## config.mk

```make
export PLATFORM = sky130hd
export DESIGN_NAME = analog_servo_axis_interface
export DESIGN_NICKNAME = d
export VERILOG_FILES = /design/src/servo_axis_pkg.sv /design/src/input_sync.sv /design/src/analog_servo_axis_interface.sv
export SDC_FILE = /design/constraint.sdc
export NUM_CORES = 1
export LEC_CHECK = 0
export BUFFER_PORTS_ARGS = -buffer_cell sky130_fd_sc_hd__buf_2
export CAP_MARGIN = 20
export CORE_AREA = 2 2 108 136
export CTS_CLUSTER_SIZE = 12
export DETAILED_ROUTE_END_ITERATION = 8
export DIE_AREA = 0 0 110 138
export PLACE_DENSITY = 0.88
export SLEW_MARGIN = 0
export SYNTH_ARGS = -nofsm -noshare
export SYNTH_HDL_FRONTEND = slang
export SYNTH_SLANG_ARGS = --single-unit
```

## constraint.sdc

```tcl
create_clock -name clk_sys -period 4.1 [get_ports clk_sys]
set_input_delay 0.82 -clock clk_sys [delete_from_list [all_inputs] [get_ports clk_sys]]
set_output_delay 0.82 -clock clk_sys [all_outputs]
set_load 0.03 [all_outputs]
```

## src/servo_axis_pkg.sv

```systemverilog
`default_nettype none
package servo_axis_pkg;

	// ------------------------------------------------------------
	// register bus
	// ------------------------------------------------------------
	localparam int         ADDR_W         = 8;
	localparam int         DATA_W         = 32;
	localparam logic [7:0] OFS_CTRL       = 8'h00;
	localparam logic [7:0] OFS_SPEED      = 8'h04;
	localparam logic [7:0] OFS_POSITION   = 8'h08;
	localparam logic [7:0] OFS_STATUS     = 8'h0c;
	localparam logic [7:0] OFS_IRQ_STATUS = 8'h10;
	localparam logic [7:0] OFS_IRQ_MASK   = 8'h14;

	// ------------------------------------------------------------
	// field positions
	// ------------------------------------------------------------
	localparam int CTRL_SERVO_ON_BIT     = 0;
	localparam int CTRL_READY_CHK_DIS_BIT = 1;
	localparam int CTRL_REF_ARM_BIT      = 2;
	localparam int CTRL_REF_MODE_LSB     = 4;
	localparam int STATUS_AMP_READY_BIT  = 0;
	localparam int STATUS_ALARM_BIT      = 1;
	localparam int STATUS_DIR_BIT        = 2;
	localparam int STATUS_ENABLE_BIT     = 3;
	localparam int STATUS_READY_OUT_BIT  = 4;
	localparam int STATUS_REF_EST_BIT    = 5;
	localparam int STATUS_VARIANT_BIT    = 6;
	localparam int IRQ_ALARM             = 0;
	localparam int IRQ_READY_LOST        = 1;
	localparam int IRQ_INDEX             = 2;
	localparam int IRQ_REF_DONE          = 3;
	localparam int IRQ_HOST_FAULT        = 4;
	localparam int IRQ_QUAD_ERR          = 5;
	localparam int IRQ_W                 = 6;
	localparam int SPEED_W               = 16;

	// ------------------------------------------------------------
	// reset values and counts
	// ------------------------------------------------------------
	localparam logic [SPEED_W-1:0] SPEED_RESET    = 16'h0000;
	localparam logic [IRQ_W-1:0]   IRQ_MASK_RESET = 6'h00;
	localparam logic [DATA_W-1:0]  POS_RESET      = 32'h0000_0000;
	localparam int                 STALL_CYCLES_DEFAULT = 1000;
	localparam int                 STALL_CNT_W    = 16;
	localparam logic               VARIANT_M      = 1'b1;

	// ------------------------------------------------------------
	// types
	// ------------------------------------------------------------
	typedef enum logic [1:0] {
		REF_BY_INDEX,
		REF_BY_EXTERNAL,
		REF_BY_BUTT_STOP,
		REF_UNUSED
	} ref_mode_type;

	typedef struct packed {
		ref_mode_type ref_mode;
		logic         ref_arm;
		logic         ready_check_disable;
		logic         servo_on;
	} ctrl_type;

	typedef struct packed {
		logic overload_alarm_in;
		logic amp_ready_f_n;
		logic amp_ready_m_n;
		logic amp_alarm_in;
		logic phase_a;
		logic phase_b;
		logic phase_z;
		logic ref_trigger;
		logic interface_variant_select;
	} pin_in_type;

	localparam int PIN_W = $bits(pin_in_type);

	typedef enum logic [1:0] {
		AXIS_IDLE,
		AXIS_WAIT_READY,
		AXIS_RUN,
		AXIS_FAULT
	} axis_state_type;

endpackage
`default_nettype wire

```

## src/input_sync.sv

```systemverilog
`timescale 1ns/1ps
`default_nettype none
module input_sync
	import servo_axis_pkg::*;
#(
	parameter int WIDTH = PIN_W
)(
	input  wire logic             clk_sys,
	input  wire logic             rst,
	input  wire logic [WIDTH-1:0] d,
	output var  logic [WIDTH-1:0] q
);

	logic [WIDTH-1:0] stage1_r;

	// two flip-flop synchroniser
	always_ff @(posedge clk_sys)
	begin
		if (rst)
		begin
			stage1_r <= '0;
			q        <= '0;
		end
		else
		begin
			stage1_r <= d;
			q        <= stage1_r;
		end
	end

	property p_sync_delay;
		@(posedge clk_sys) disable iff (rst)
		(!$past(rst) && !$past(rst, 2)) |-> (q == $past(d, 2));
	endproperty
	a_sync_delay: assert property (p_sync_delay)
		else $error("synchroniser delay is not two cycles");

endmodule // input_sync
`default_nettype wire

```

## src/analog_servo_axis_interface.sv

```systemverilog
`timescale 1ns/1ps
`default_nettype none
module analog_servo_axis_interface
	import servo_axis_pkg::*;
#(
	parameter int STALL_CYCLES = STALL_CYCLES_DEFAULT
)(
	input  wire logic               clk_sys,
	input  wire logic               rst,
	input  wire logic [ADDR_W-1:0]  bus_addr,
	input  wire logic [DATA_W-1:0]  bus_wdata,
	input  wire logic               bus_we,
	input  wire logic               bus_re,
	output var  logic [DATA_W-1:0]  bus_rdata,
	output var  logic               irq,
	input  wire logic               overload_alarm_in,
	input  wire logic               amp_ready_f_n,
	input  wire logic               amp_ready_m_n,
	input  wire logic               amp_alarm_in,
	input  wire logic               phase_a,
	input  wire logic               phase_b,
	input  wire logic               phase_z,
	input  wire logic               ref_trigger,
	input  wire logic               interface_variant_select,
	input  wire logic               host_system_alarm,
	input  wire logic               host_link_lost,
	output var  logic               amp_enable_n_out,
	output var  logic               amp_enable_n_oe,
	output var  logic               controller_ready_n_out,
	output var  logic               controller_ready_n_oe,
	output var  logic [SPEED_W-1:0] speed_command
);

	// ------------------------------------------------------------
	// declarations
	// ------------------------------------------------------------
	pin_in_type              pins_raw;
	pin_in_type              pins_s;
	ctrl_type                ctrl_r;
	logic [SPEED_W-1:0]      speed_r;
	logic [DATA_W-1:0]       pos_r;
	logic [IRQ_W-1:0]        irq_status_r;
	logic [IRQ_W-1:0]        irq_status_nxt;
	logic [IRQ_W-1:0]        irq_mask_r;
	logic [IRQ_W-1:0]        irq_event;
	axis_state_type          state_r;
	axis_state_type          state_nxt;
	logic [1:0]              ab_prev_r;
	logic                    z_prev_r;
	logic                    trig_prev_r;
	logic                    alarm_prev_r;
	logic                    dir_r;
	logic                    ref_est_r;
	logic [STALL_CNT_W-1:0]  stall_cnt_r;
	logic [1:0]              step;
	logic                    alarm_now;
	logic                    amp_ready;
	logic                    ready_ok;
	logic                    host_fault;
	logic                    z_rise;
	logic                    trig_rise;
	logic                    stall_done;
	logic                    ref_event;
	logic                    fault_entry;

	// ------------------------------------------------------------
	// helpers
	// ------------------------------------------------------------
	function automatic logic hit(input logic [ADDR_W-1:0] a,
	                             input logic [ADDR_W-1:0] ofs);
		return a == ofs;
	endfunction

	// step code: 01 up, 10 down, 11 illegal jump, 00 none
	function automatic logic [1:0] quad_step(input logic [1:0] prev,
	                                         input logic [1:0] cur);
		logic [1:0] r;
		r = 2'h0;
		case ({prev, cur})
			4'b0001, 4'b0111, 4'b1110, 4'b1000: r = 2'h1;
			4'b0010, 4'b1011, 4'b1101, 4'b0100: r = 2'h2;
			4'b0011, 4'b1100, 4'b0110, 4'b1001: r = 2'h3;
			default: r = 2'h0;
		endcase
		return r;
	endfunction

	// ------------------------------------------------------------
	// input synchronisation
	// ------------------------------------------------------------
	assign pins_raw = '{
		overload_alarm_in:        overload_alarm_in,
		amp_ready_f_n:            amp_ready_f_n,
		amp_ready_m_n:            amp_ready_m_n,
		amp_alarm_in:             amp_alarm_in,
		phase_a:                  phase_a,
		phase_b:                  phase_b,
		phase_z:                  phase_z,
		ref_trigger:              ref_trigger,
		interface_variant_select: interface_variant_select
	};

	input_sync #(
		.WIDTH (PIN_W)
	) u_sync (
		.clk_sys (clk_sys),
		.rst     (rst),
		.d       (pins_raw),
		.q       (pins_s)
	);

	// ------------------------------------------------------------
	// amplifier status evaluation
	// ------------------------------------------------------------
	// high level, which a released line also reads as, is alarm
	assign alarm_now = (pins_s.interface_variant_select == VARIANT_M)
		? pins_s.amp_alarm_in
		: pins_s.overload_alarm_in;
	assign amp_ready = (pins_s.interface_variant_select == VARIANT_M)
		? !pins_s.amp_ready_m_n
		: !pins_s.amp_ready_f_n;
	assign ready_ok   = amp_ready || ctrl_r.ready_check_disable;
	assign host_fault = host_system_alarm || host_link_lost;

	// ------------------------------------------------------------
	// axis sequencing
	// ------------------------------------------------------------
	always_comb
	begin
		state_nxt = state_r;
		unique case (state_r)
			AXIS_IDLE:
				if (ctrl_r.servo_on && !alarm_now && !host_fault)
					state_nxt = AXIS_WAIT_READY;
			AXIS_WAIT_READY:
				if (alarm_now || host_fault)
					state_nxt = AXIS_FAULT;
				else if (!ctrl_r.servo_on)
					state_nxt = AXIS_IDLE;
				else if (ready_ok)
					state_nxt = AXIS_RUN;
			AXIS_RUN:
				if (alarm_now || host_fault || !ready_ok)
					state_nxt = AXIS_FAULT;
				else if (!ctrl_r.servo_on)
					state_nxt = AXIS_IDLE;
			AXIS_FAULT:
				if (!ctrl_r.servo_on)
					state_nxt = AXIS_IDLE;
		endcase
	end

	assign fault_entry = (state_nxt == AXIS_FAULT) &&
	                     (state_r != AXIS_FAULT);

	always_ff @(posedge clk_sys)
	begin
		if (rst)
			state_r <= AXIS_IDLE;
		else
			state_r <= state_nxt;
	end

	// open collector outputs: drive low only when asserted
	always_ff @(posedge clk_sys)
	begin
		if (rst)
		begin
			amp_enable_n_out       <= 1'b0;
			amp_enable_n_oe        <= 1'b0;
			controller_ready_n_out <= 1'b0;
			controller_ready_n_oe  <= 1'b0;
			speed_command          <= SPEED_RESET;
		end
		else
		begin
			amp_enable_n_out       <= 1'b0;
			amp_enable_n_oe        <= (state_nxt == AXIS_RUN);
			controller_ready_n_out <= 1'b0;
			controller_ready_n_oe  <= (state_nxt == AXIS_WAIT_READY) ||
			                          (state_nxt == AXIS_RUN);
			speed_command          <= (state_nxt == AXIS_RUN)
			                          ? speed_r : SPEED_RESET;
		end
	end

	// ------------------------------------------------------------
	// quadrature decoding and reference setting
	// ------------------------------------------------------------
	assign step      = quad_step(ab_prev_r,
	                             {pins_s.phase_a, pins_s.phase_b});
	assign z_rise    = pins_s.phase_z && !z_prev_r;
	assign trig_rise = pins_s.ref_trigger && !trig_prev_r;
	assign stall_done = (stall_cnt_r == STALL_CNT_W'(STALL_CYCLES - 1));

	always_comb
	begin
		ref_event = 1'b0;
		if (ctrl_r.ref_arm)
		begin
			unique case (ctrl_r.ref_mode)
				REF_BY_INDEX:     ref_event = z_rise;
				REF_BY_EXTERNAL:  ref_event = trig_rise;
				REF_BY_BUTT_STOP: ref_event = stall_done;
				REF_UNUSED:       ref_event = 1'b0;
			endcase
		end
	end

	always_ff @(posedge clk_sys)
	begin
		if (rst)
		begin
			ab_prev_r   <= 2'h0;
			z_prev_r    <= 1'b0;
			trig_prev_r <= 1'b0;
		end
		else
		begin
			ab_prev_r   <= {pins_s.phase_a, pins_s.phase_b};
			z_prev_r    <= pins_s.phase_z;
			trig_prev_r <= pins_s.ref_trigger;
		end
	end

	always_ff @(posedge clk_sys)
	begin
		if (rst)
		begin
			pos_r <= POS_RESET;
			dir_r <= 1'b0;
		end
		else
		begin
			if (ref_event)
				pos_r <= POS_RESET;
			else if (step == 2'h1)
				pos_r <= pos_r + 32'h0000_0001;
			else if (step == 2'h2)
				pos_r <= pos_r - 32'h0000_0001;
			if (step == 2'h1)
				dir_r <= 1'b0;
			else if (step == 2'h2)
				dir_r <= 1'b1;
		end
	end

	// butt stop: axis running but no feedback movement
	always_ff @(posedge clk_sys)
	begin
		if (rst)
			stall_cnt_r <= '0;
		else if (state_r != AXIS_RUN || step != 2'h0 || stall_done ||
		         ctrl_r.ref_mode != REF_BY_BUTT_STOP || !ctrl_r.ref_arm)
			stall_cnt_r <= '0;
		else
			stall_cnt_r <= stall_cnt_r + STALL_CNT_W'(1);
	end

	always_ff @(posedge clk_sys)
	begin
		if (rst)
			ref_est_r <= 1'b0;
		else if (ref_event)
			ref_est_r <= 1'b1;
	end

	// ------------------------------------------------------------
	// register writes
	// ------------------------------------------------------------
	always_ff @(posedge clk_sys)
	begin
		if (rst)
		begin
			ctrl_r     <= '0;
			speed_r    <= SPEED_RESET;
			irq_mask_r <= IRQ_MASK_RESET;
		end
		else
		begin
			if (bus_we && hit(bus_addr, OFS_CTRL))
			begin
				ctrl_r.servo_on            <= bus_wdata[CTRL_SERVO_ON_BIT];
				ctrl_r.ready_check_disable <=
					bus_wdata[CTRL_READY_CHK_DIS_BIT];
				ctrl_r.ref_arm             <= bus_wdata[CTRL_REF_ARM_BIT];
				ctrl_r.ref_mode            <= ref_mode_type'(
					bus_wdata[CTRL_REF_MODE_LSB +: 2]);
			end
			else if (ref_event)
				ctrl_r.ref_arm <= 1'b0;
			if (bus_we && hit(bus_addr, OFS_SPEED))
				speed_r <= bus_wdata[SPEED_W-1:0];
			if (bus_we && hit(bus_addr, OFS_IRQ_MASK))
				irq_mask_r <= bus_wdata[IRQ_W-1:0];
		end
	end

	// ------------------------------------------------------------
	// interrupts
	// ------------------------------------------------------------
	always_comb
	begin
		irq_event                 = '0;
		irq_event[IRQ_ALARM]      = alarm_now && !alarm_prev_r;
		irq_event[IRQ_READY_LOST] = fault_entry && !ready_ok &&
		                            (state_r == AXIS_RUN);
		irq_event[IRQ_INDEX]      = z_rise;
		irq_event[IRQ_REF_DONE]   = ref_event;
		irq_event[IRQ_HOST_FAULT] = fault_entry && host_fault;
		irq_event[IRQ_QUAD_ERR]   = (step == 2'h3);
	end

	// new events win over a same-cycle clear
	always_comb
	begin
		irq_status_nxt = irq_status_r;
		if (bus_we && hit(bus_addr, OFS_IRQ_STATUS))
			irq_status_nxt = irq_status_nxt & ~bus_wdata[IRQ_W-1:0];
		irq_status_nxt = irq_status_nxt | irq_event;
	end

	always_ff @(posedge clk_sys)
	begin
		if (rst)
		begin
			irq_status_r <= '0;
			alarm_prev_r <= 1'b0;
			irq          <= 1'b0;
		end
		else
		begin
			irq_status_r <= irq_status_nxt;
			alarm_prev_r <= alarm_now;
			irq          <= |(irq_status_nxt & irq_mask_r);
		end
	end

	// ------------------------------------------------------------
	// register reads
	// ------------------------------------------------------------
	always_ff @(posedge clk_sys)
	begin
		if (rst)
			bus_rdata <= '0;
		else if (!bus_re)
			bus_rdata <= '0;
		else
		begin
			bus_rdata <= '0;
			if (hit(bus_addr, OFS_CTRL))
				bus_rdata <= {26'h0, ctrl_r.ref_mode, 1'b0,
				              ctrl_r.ref_arm, ctrl_r.ready_check_disable,
				              ctrl_r.servo_on};
			if (hit(bus_addr, OFS_SPEED))
				bus_rdata <= {16'h0, speed_r};
			if (hit(bus_addr, OFS_POSITION))
				bus_rdata <= pos_r;
			if (hit(bus_addr, OFS_STATUS))
				bus_rdata <= {25'h0, pins_s.interface_variant_select,
				              ref_est_r, controller_ready_n_oe,
				              amp_enable_n_oe, dir_r, alarm_now, amp_ready};
			if (hit(bus_addr, OFS_IRQ_STATUS))
				bus_rdata <= {26'h0, irq_status_r};
			if (hit(bus_addr, OFS_IRQ_MASK))
				bus_rdata <= {26'h0, irq_mask_r};
		end
	end

	// ------------------------------------------------------------
	// checks
	// ------------------------------------------------------------
	property p_cmd_only_enabled;
		@(posedge clk_sys) disable iff (rst)
		(speed_command != SPEED_RESET) |-> amp_enable_n_oe;
	endproperty
	a_cmd_only_enabled: assert property (p_cmd_only_enabled)
		else $error("speed command active without enable");

	property p_open_collector;
		@(posedge clk_sys) disable iff (rst)
		!amp_enable_n_out && (!amp_enable_n_oe || controller_ready_n_oe);
	endproperty
	a_open_collector: assert property (p_open_collector)
		else $error("enable pin drives high or runs without ready");

	property p_overload_drops;
		@(posedge clk_sys) disable iff (rst)
		(pins_s.interface_variant_select != VARIANT_M &&
		 pins_s.overload_alarm_in) |=>
		!amp_enable_n_oe && !controller_ready_n_oe;
	endproperty
	a_overload_drops: assert property (p_overload_drops)
		else $error("overload did not drop enable and ready");

	property p_ready_lost;
		@(posedge clk_sys) disable iff (rst)
		(state_r == AXIS_RUN && !ctrl_r.ready_check_disable &&
		 pins_s.interface_variant_select != VARIANT_M &&
		 pins_s.amp_ready_f_n) |=>
		(state_r == AXIS_FAULT) && irq_status_r[IRQ_READY_LOST];
	endproperty
	a_ready_lost: assert property (p_ready_lost)
		else $error("released ready line not treated as error");

	property p_check_disable;
		@(posedge clk_sys) disable iff (rst)
		(state_r == AXIS_WAIT_READY && ctrl_r.ready_check_disable &&
		 ctrl_r.servo_on && !alarm_now && !host_fault) |=>
		amp_enable_n_oe;
	endproperty
	a_check_disable: assert property (p_check_disable)
		else $error("ready check disable did not start the axis");

	property p_count_up;
		@(posedge clk_sys) disable iff (rst)
		(step == 2'h1 && !ref_event) |=> (pos_r == $past(pos_r) + 1);
	endproperty
	a_count_up: assert property (p_count_up)
		else $error("position did not count up on B leading");

	property p_count_down;
		@(posedge clk_sys) disable iff (rst)
		(step == 2'h2 && !ref_event) |=> (pos_r == $past(pos_r) - 1);
	endproperty
	a_count_down: assert property (p_count_down)
		else $error("position did not count down on A leading");

	property p_ext_ref;
		@(posedge clk_sys) disable iff (rst)
		(ctrl_r.ref_arm && ctrl_r.ref_mode == REF_BY_EXTERNAL &&
		 trig_rise) |=> (pos_r == POS_RESET) && ref_est_r &&
		!ctrl_r.ref_arm;
	endproperty
	a_ext_ref: assert property (p_ext_ref)
		else $error("external trigger did not set reference");

	property p_alarm_m;
		@(posedge clk_sys) disable iff (rst)
		(pins_s.interface_variant_select == VARIANT_M &&
		 pins_s.amp_alarm_in) |=> !amp_enable_n_oe ##1 !amp_enable_n_oe;
	endproperty
	a_alarm_m: assert property (p_alarm_m)
		else $error("variant M alarm did not hold enable off");

	property p_ready_m;
		@(posedge clk_sys) disable iff (rst)
		(pins_s.interface_variant_select == VARIANT_M &&
		 !ctrl_r.ready_check_disable && pins_s.amp_ready_m_n) |=>
		(state_r != AXIS_RUN);
	endproperty
	a_ready_m: assert property (p_ready_m)
		else $error("variant M ran while ready input high");

	property p_host_fault;
		@(posedge clk_sys) disable iff (rst)
		host_fault |=> !amp_enable_n_oe && !controller_ready_n_oe;
	endproperty
	a_host_fault: assert property (p_host_fault)
		else $error("host fault did not drop enable and ready");

	c_run: cover property (@(posedge clk_sys) disable iff (rst)
		state_r == AXIS_WAIT_READY ##1 state_r == AXIS_RUN);
	c_fault: cover property (@(posedge clk_sys) disable iff (rst)
		state_r == AXIS_RUN ##1 state_r == AXIS_FAULT);
	c_ref_done: cover property (@(posedge clk_sys) disable iff (rst)
		ref_event);
	c_irq: cover property (@(posedge clk_sys) disable iff (rst)
		$rose(irq));

endmodule // analog_servo_axis_interface
`default_nettype wire

```

==> results.tsv <==
metric	value	unit
ys_ff_latch	159	
dr.pass1.iters	4	
pre_cts_ws	431.5	ps
drc	0	
clk_latency	420	ps
grt_pass1_vias	6225	
crit_arrival	4090	ps
hold_path_class	reg2reg	
grt_start_max_net_pins	67	
area_growth	14.90	%
outcome	completed	
fin_crit_sh	0.9102	
cts.path.max_buffers	2	
clock-sinks	159	
n_fill_cell	1136	
synth-async-reset-ratio	0	
die_height	138	µm
antenna_found_initial	0	
cts_made_buffers	17	
hpwlAfterDp	11.70	mm
fin_ws	368.3	ps
worst-path-max-fanout	17	
cts_tree	yes	
finalMaxSlewViolations	0	
layout-drive-gt1-share	0.1760	
diodes	0	
overflow	0	
clock_skew	8.309	ps
finalSetupTns	0	ps
yosys_warnings	0	
setup_violations	0	
cts-resized-gates	0	
post-cts-setup-buffers	0	
place.gp.congestion	0.8983	
cts_hold_buf	0	
syn_avg_cell_area	9.139	µm²
worstPathRequired	4460	ps
nets	995	
port_buffers	89	
synth_edf_count	0	
synth_ff_type	dfxtp_1	
p_leak	3.747	nW
end_kind	register	
syn_inst	826	
multi_input_area	4135	µm²
ir_drop	0.3487	mV
core_region_area	14040	µm²
min_period	3732	ps
fp.dieW	110	µm
clkTransAtPathRegs	70	ps
num_rows	49	
syn_area	7548	µm²
fmax	0.2680	GHz
critPathLaunchType	register	
dr_total_vias	6188	
dieArea	15180	µm²
yosysUniqueCellTypes	71	
worst_slew_pin_slew	824.6	ps
grt_setup_unrepaired	false	
drtAntennaViolNets	0	
drt_iter0_drc	309	
wl_per_cell	15.32	µm
wl	16.74	mm
seq_area	3183	µm²
ios	108	
seq_area_frac_synth	0.4217	
grt_pass1_wl	28.18	mm
start_util	0.5377	
root_buffer	clkbuf_16	
worstSetupPathType	reg2reg	
viasPerCell	5.661	
htreeDepth	4	
p_per_area	666.4	nW/µm²
cap_violations	0	
slew_headroom	0.4497	
grt_util_all_layers	0.2309	
hold_violations	0	
cells by family (layout without fill, tap and decap cells):
group | count (synthesis) | after routing | share of synthesized area
AOI/OAI and AO/OA | 175 | 175 | 0.1586
DFF | 159 | 159 | 0.4217
adders and majority gates | 38 | 38 | 0.06398
xor gates and xnor gates | 34 | 34 | 0.03945
buffers and inverters | 55 | 143 | 0.03099
other | 1 | 2 | 0.0004968
muxes | 45 | 45 | 0.06348
and+or+nand+nor | 319 | 319 | 0.2213
worst paths after layout:
path | start | to | slack [ps] | cells after the start
hold reg to reg | u_sync.stage1_r[5]$_SDFF_PP0_ | u_sync.q[5]$_SDFF_PP0_ | 440 | 1
setup / recovery | step[1]$_DFF_P_ | pos_r[31]$_SDFFE_PP0P_ | 370 | 12
hold / removal | u_sync.stage1_r[5]$_SDFF_PP0_ | u_sync.q[5]$_SDFF_PP0_ | 440 | 1
setup reg to reg | step[1]$_DFF_P_ | pos_r[31]$_SDFFE_PP0P_ | 370 | 12
state kept, by name, summed over array words and instances (netlist names):
signal,flops
bus_rdata,32
pos_r,32
speed_command,16
speed_r,16
stall_cnt_r,16
u_sync.q,9
u_sync.stage1_r,9
irq_mask_r,6
irq_status_r,6
ctrl_r,5
state_r,2
step,2
alarm_prev_r,1
amp_enable_n_oe,1
controller_ready_n_oe,1
dir_r,1
irq,1
ref_est_r,1
trig_prev_r,1
z_prev_r,1
where the power goes:
group / leakage, nW / internal, mW / switching (mW)
registers: 1.29 / 1.68 / 0.118
clock network: 0.284 / 0.874 / 0.688
logic: 2.17 / 1.07 / 1.35
final cells by class:
cell class / instances / area share
clock inverters: 14 / 0.01731
inverters: 18 / 0.007790
multi-input cells: 613 / 0.4768
clock buffers: 18 / 0.05063
well taps: 178 / 0.02568
repair buffers: 93 / 0.05482
flip-flops and latches: 159 / 0.3670
synth_stat cells (3+ instances only):
master	count	share of area
nor3_1	11	0.0073
mux2i_1	31	0.041
mux2_2	13	0.019
a22oi_1	9	0.0090
xnor2_1	19	0.022
o21a_1	6	0.0060
buf_4	4	0.0040
or3_1	11	0.0091
nand2b_1	6	0.0050
a31oi_1	7	0.0058
dfxtp_1	159	0.42
a21oi_1	64	0.042
inv_1	18	0.0090
nand4_1	11	0.0091
nor2b_1	30	0.025
a21o_1	22	0.022
nand2_1	85	0.042
a22o_1	9	0.010
o31ai_1	3	0.0030
buf_1	4	0.0020
xor2_1	15	0.017
a211oi_1	6	0.0060
ha_1	37	0.061
buf_2	9	0.0060
or4_4	3	0.0045
and2_1	37	0.031
nor2_1	78	0.039
clkbuf_1	19	0.0094
o21ai_1	7	0.0046
o21ai_0	17	0.011
nand3_1	18	0.012
nand3b_1	4	0.0040
and3_1	8	0.0066
routing by layer:
layer  GRT usage  wire [µm]  vias to the layer above
li1            -          -                     3040
met1      0.2553       6534                     2912
met2      0.3985       8771                      183
met3     0.05893        834                       53
met4      0.1193        604                        0
met5           0          0                        -
metrics by stage:
stage	cells	util	hold slack, ps	total power [mW]	instance area [µm²]
after floorplan	827	-	413.8	3.745	7552
after global placement	1061	0.5758	417.3	4.095	8084
after detailed placement	1061	0.5758	421.8	4.164	8084
after CTS	1093	0.6178	436.5	5.769	8673
after global routing	1093	0.6178	461.4	6.135	8673
final	1093	0.6178	435.5	5.780	8673
layout by cell type, fill, tap and decap left out, types with 13 or more instances in the layout:
| cell type | Yosys | routed |
|---|---|---|
| dfxtp_1 | 159 | 159 |
| buf_2 | 9 | 89 |
| nand2_1 | 85 | 85 |
| nor2_1 | 78 | 78 |
| a21oi_1 | 64 | 64 |
| and2_1 | 37 | 37 |
| ha_1 | 37 | 37 |
| mux2i_1 | 31 | 31 |
| nor2b_1 | 30 | 30 |
| a21o_1 | 22 | 22 |
| xnor2_1 | 19 | 19 |
| nand3_1 | 18 | 18 |
| inv_1 | 18 | 18 |
| o21ai_0 | 17 | 17 |
| clkbuf_16 | 0 | 17 |
| xor2_1 | 15 | 15 |
| mux2_2 | 13 | 13 |
worst max-delay path, cell delays in order (launching register included):
cell,delay (ps)
dfxtp_1,360
inv_1,70
ha_1,210
inv_1,450
buf_4,350
ha_1,350
a21oi_1,300
o221ai_1,180
or4_1,430
o21ai_1,380
o31ai_1,170
mux2i_1,210
mux2i_1,190
(Power assumes the default switching activity.)
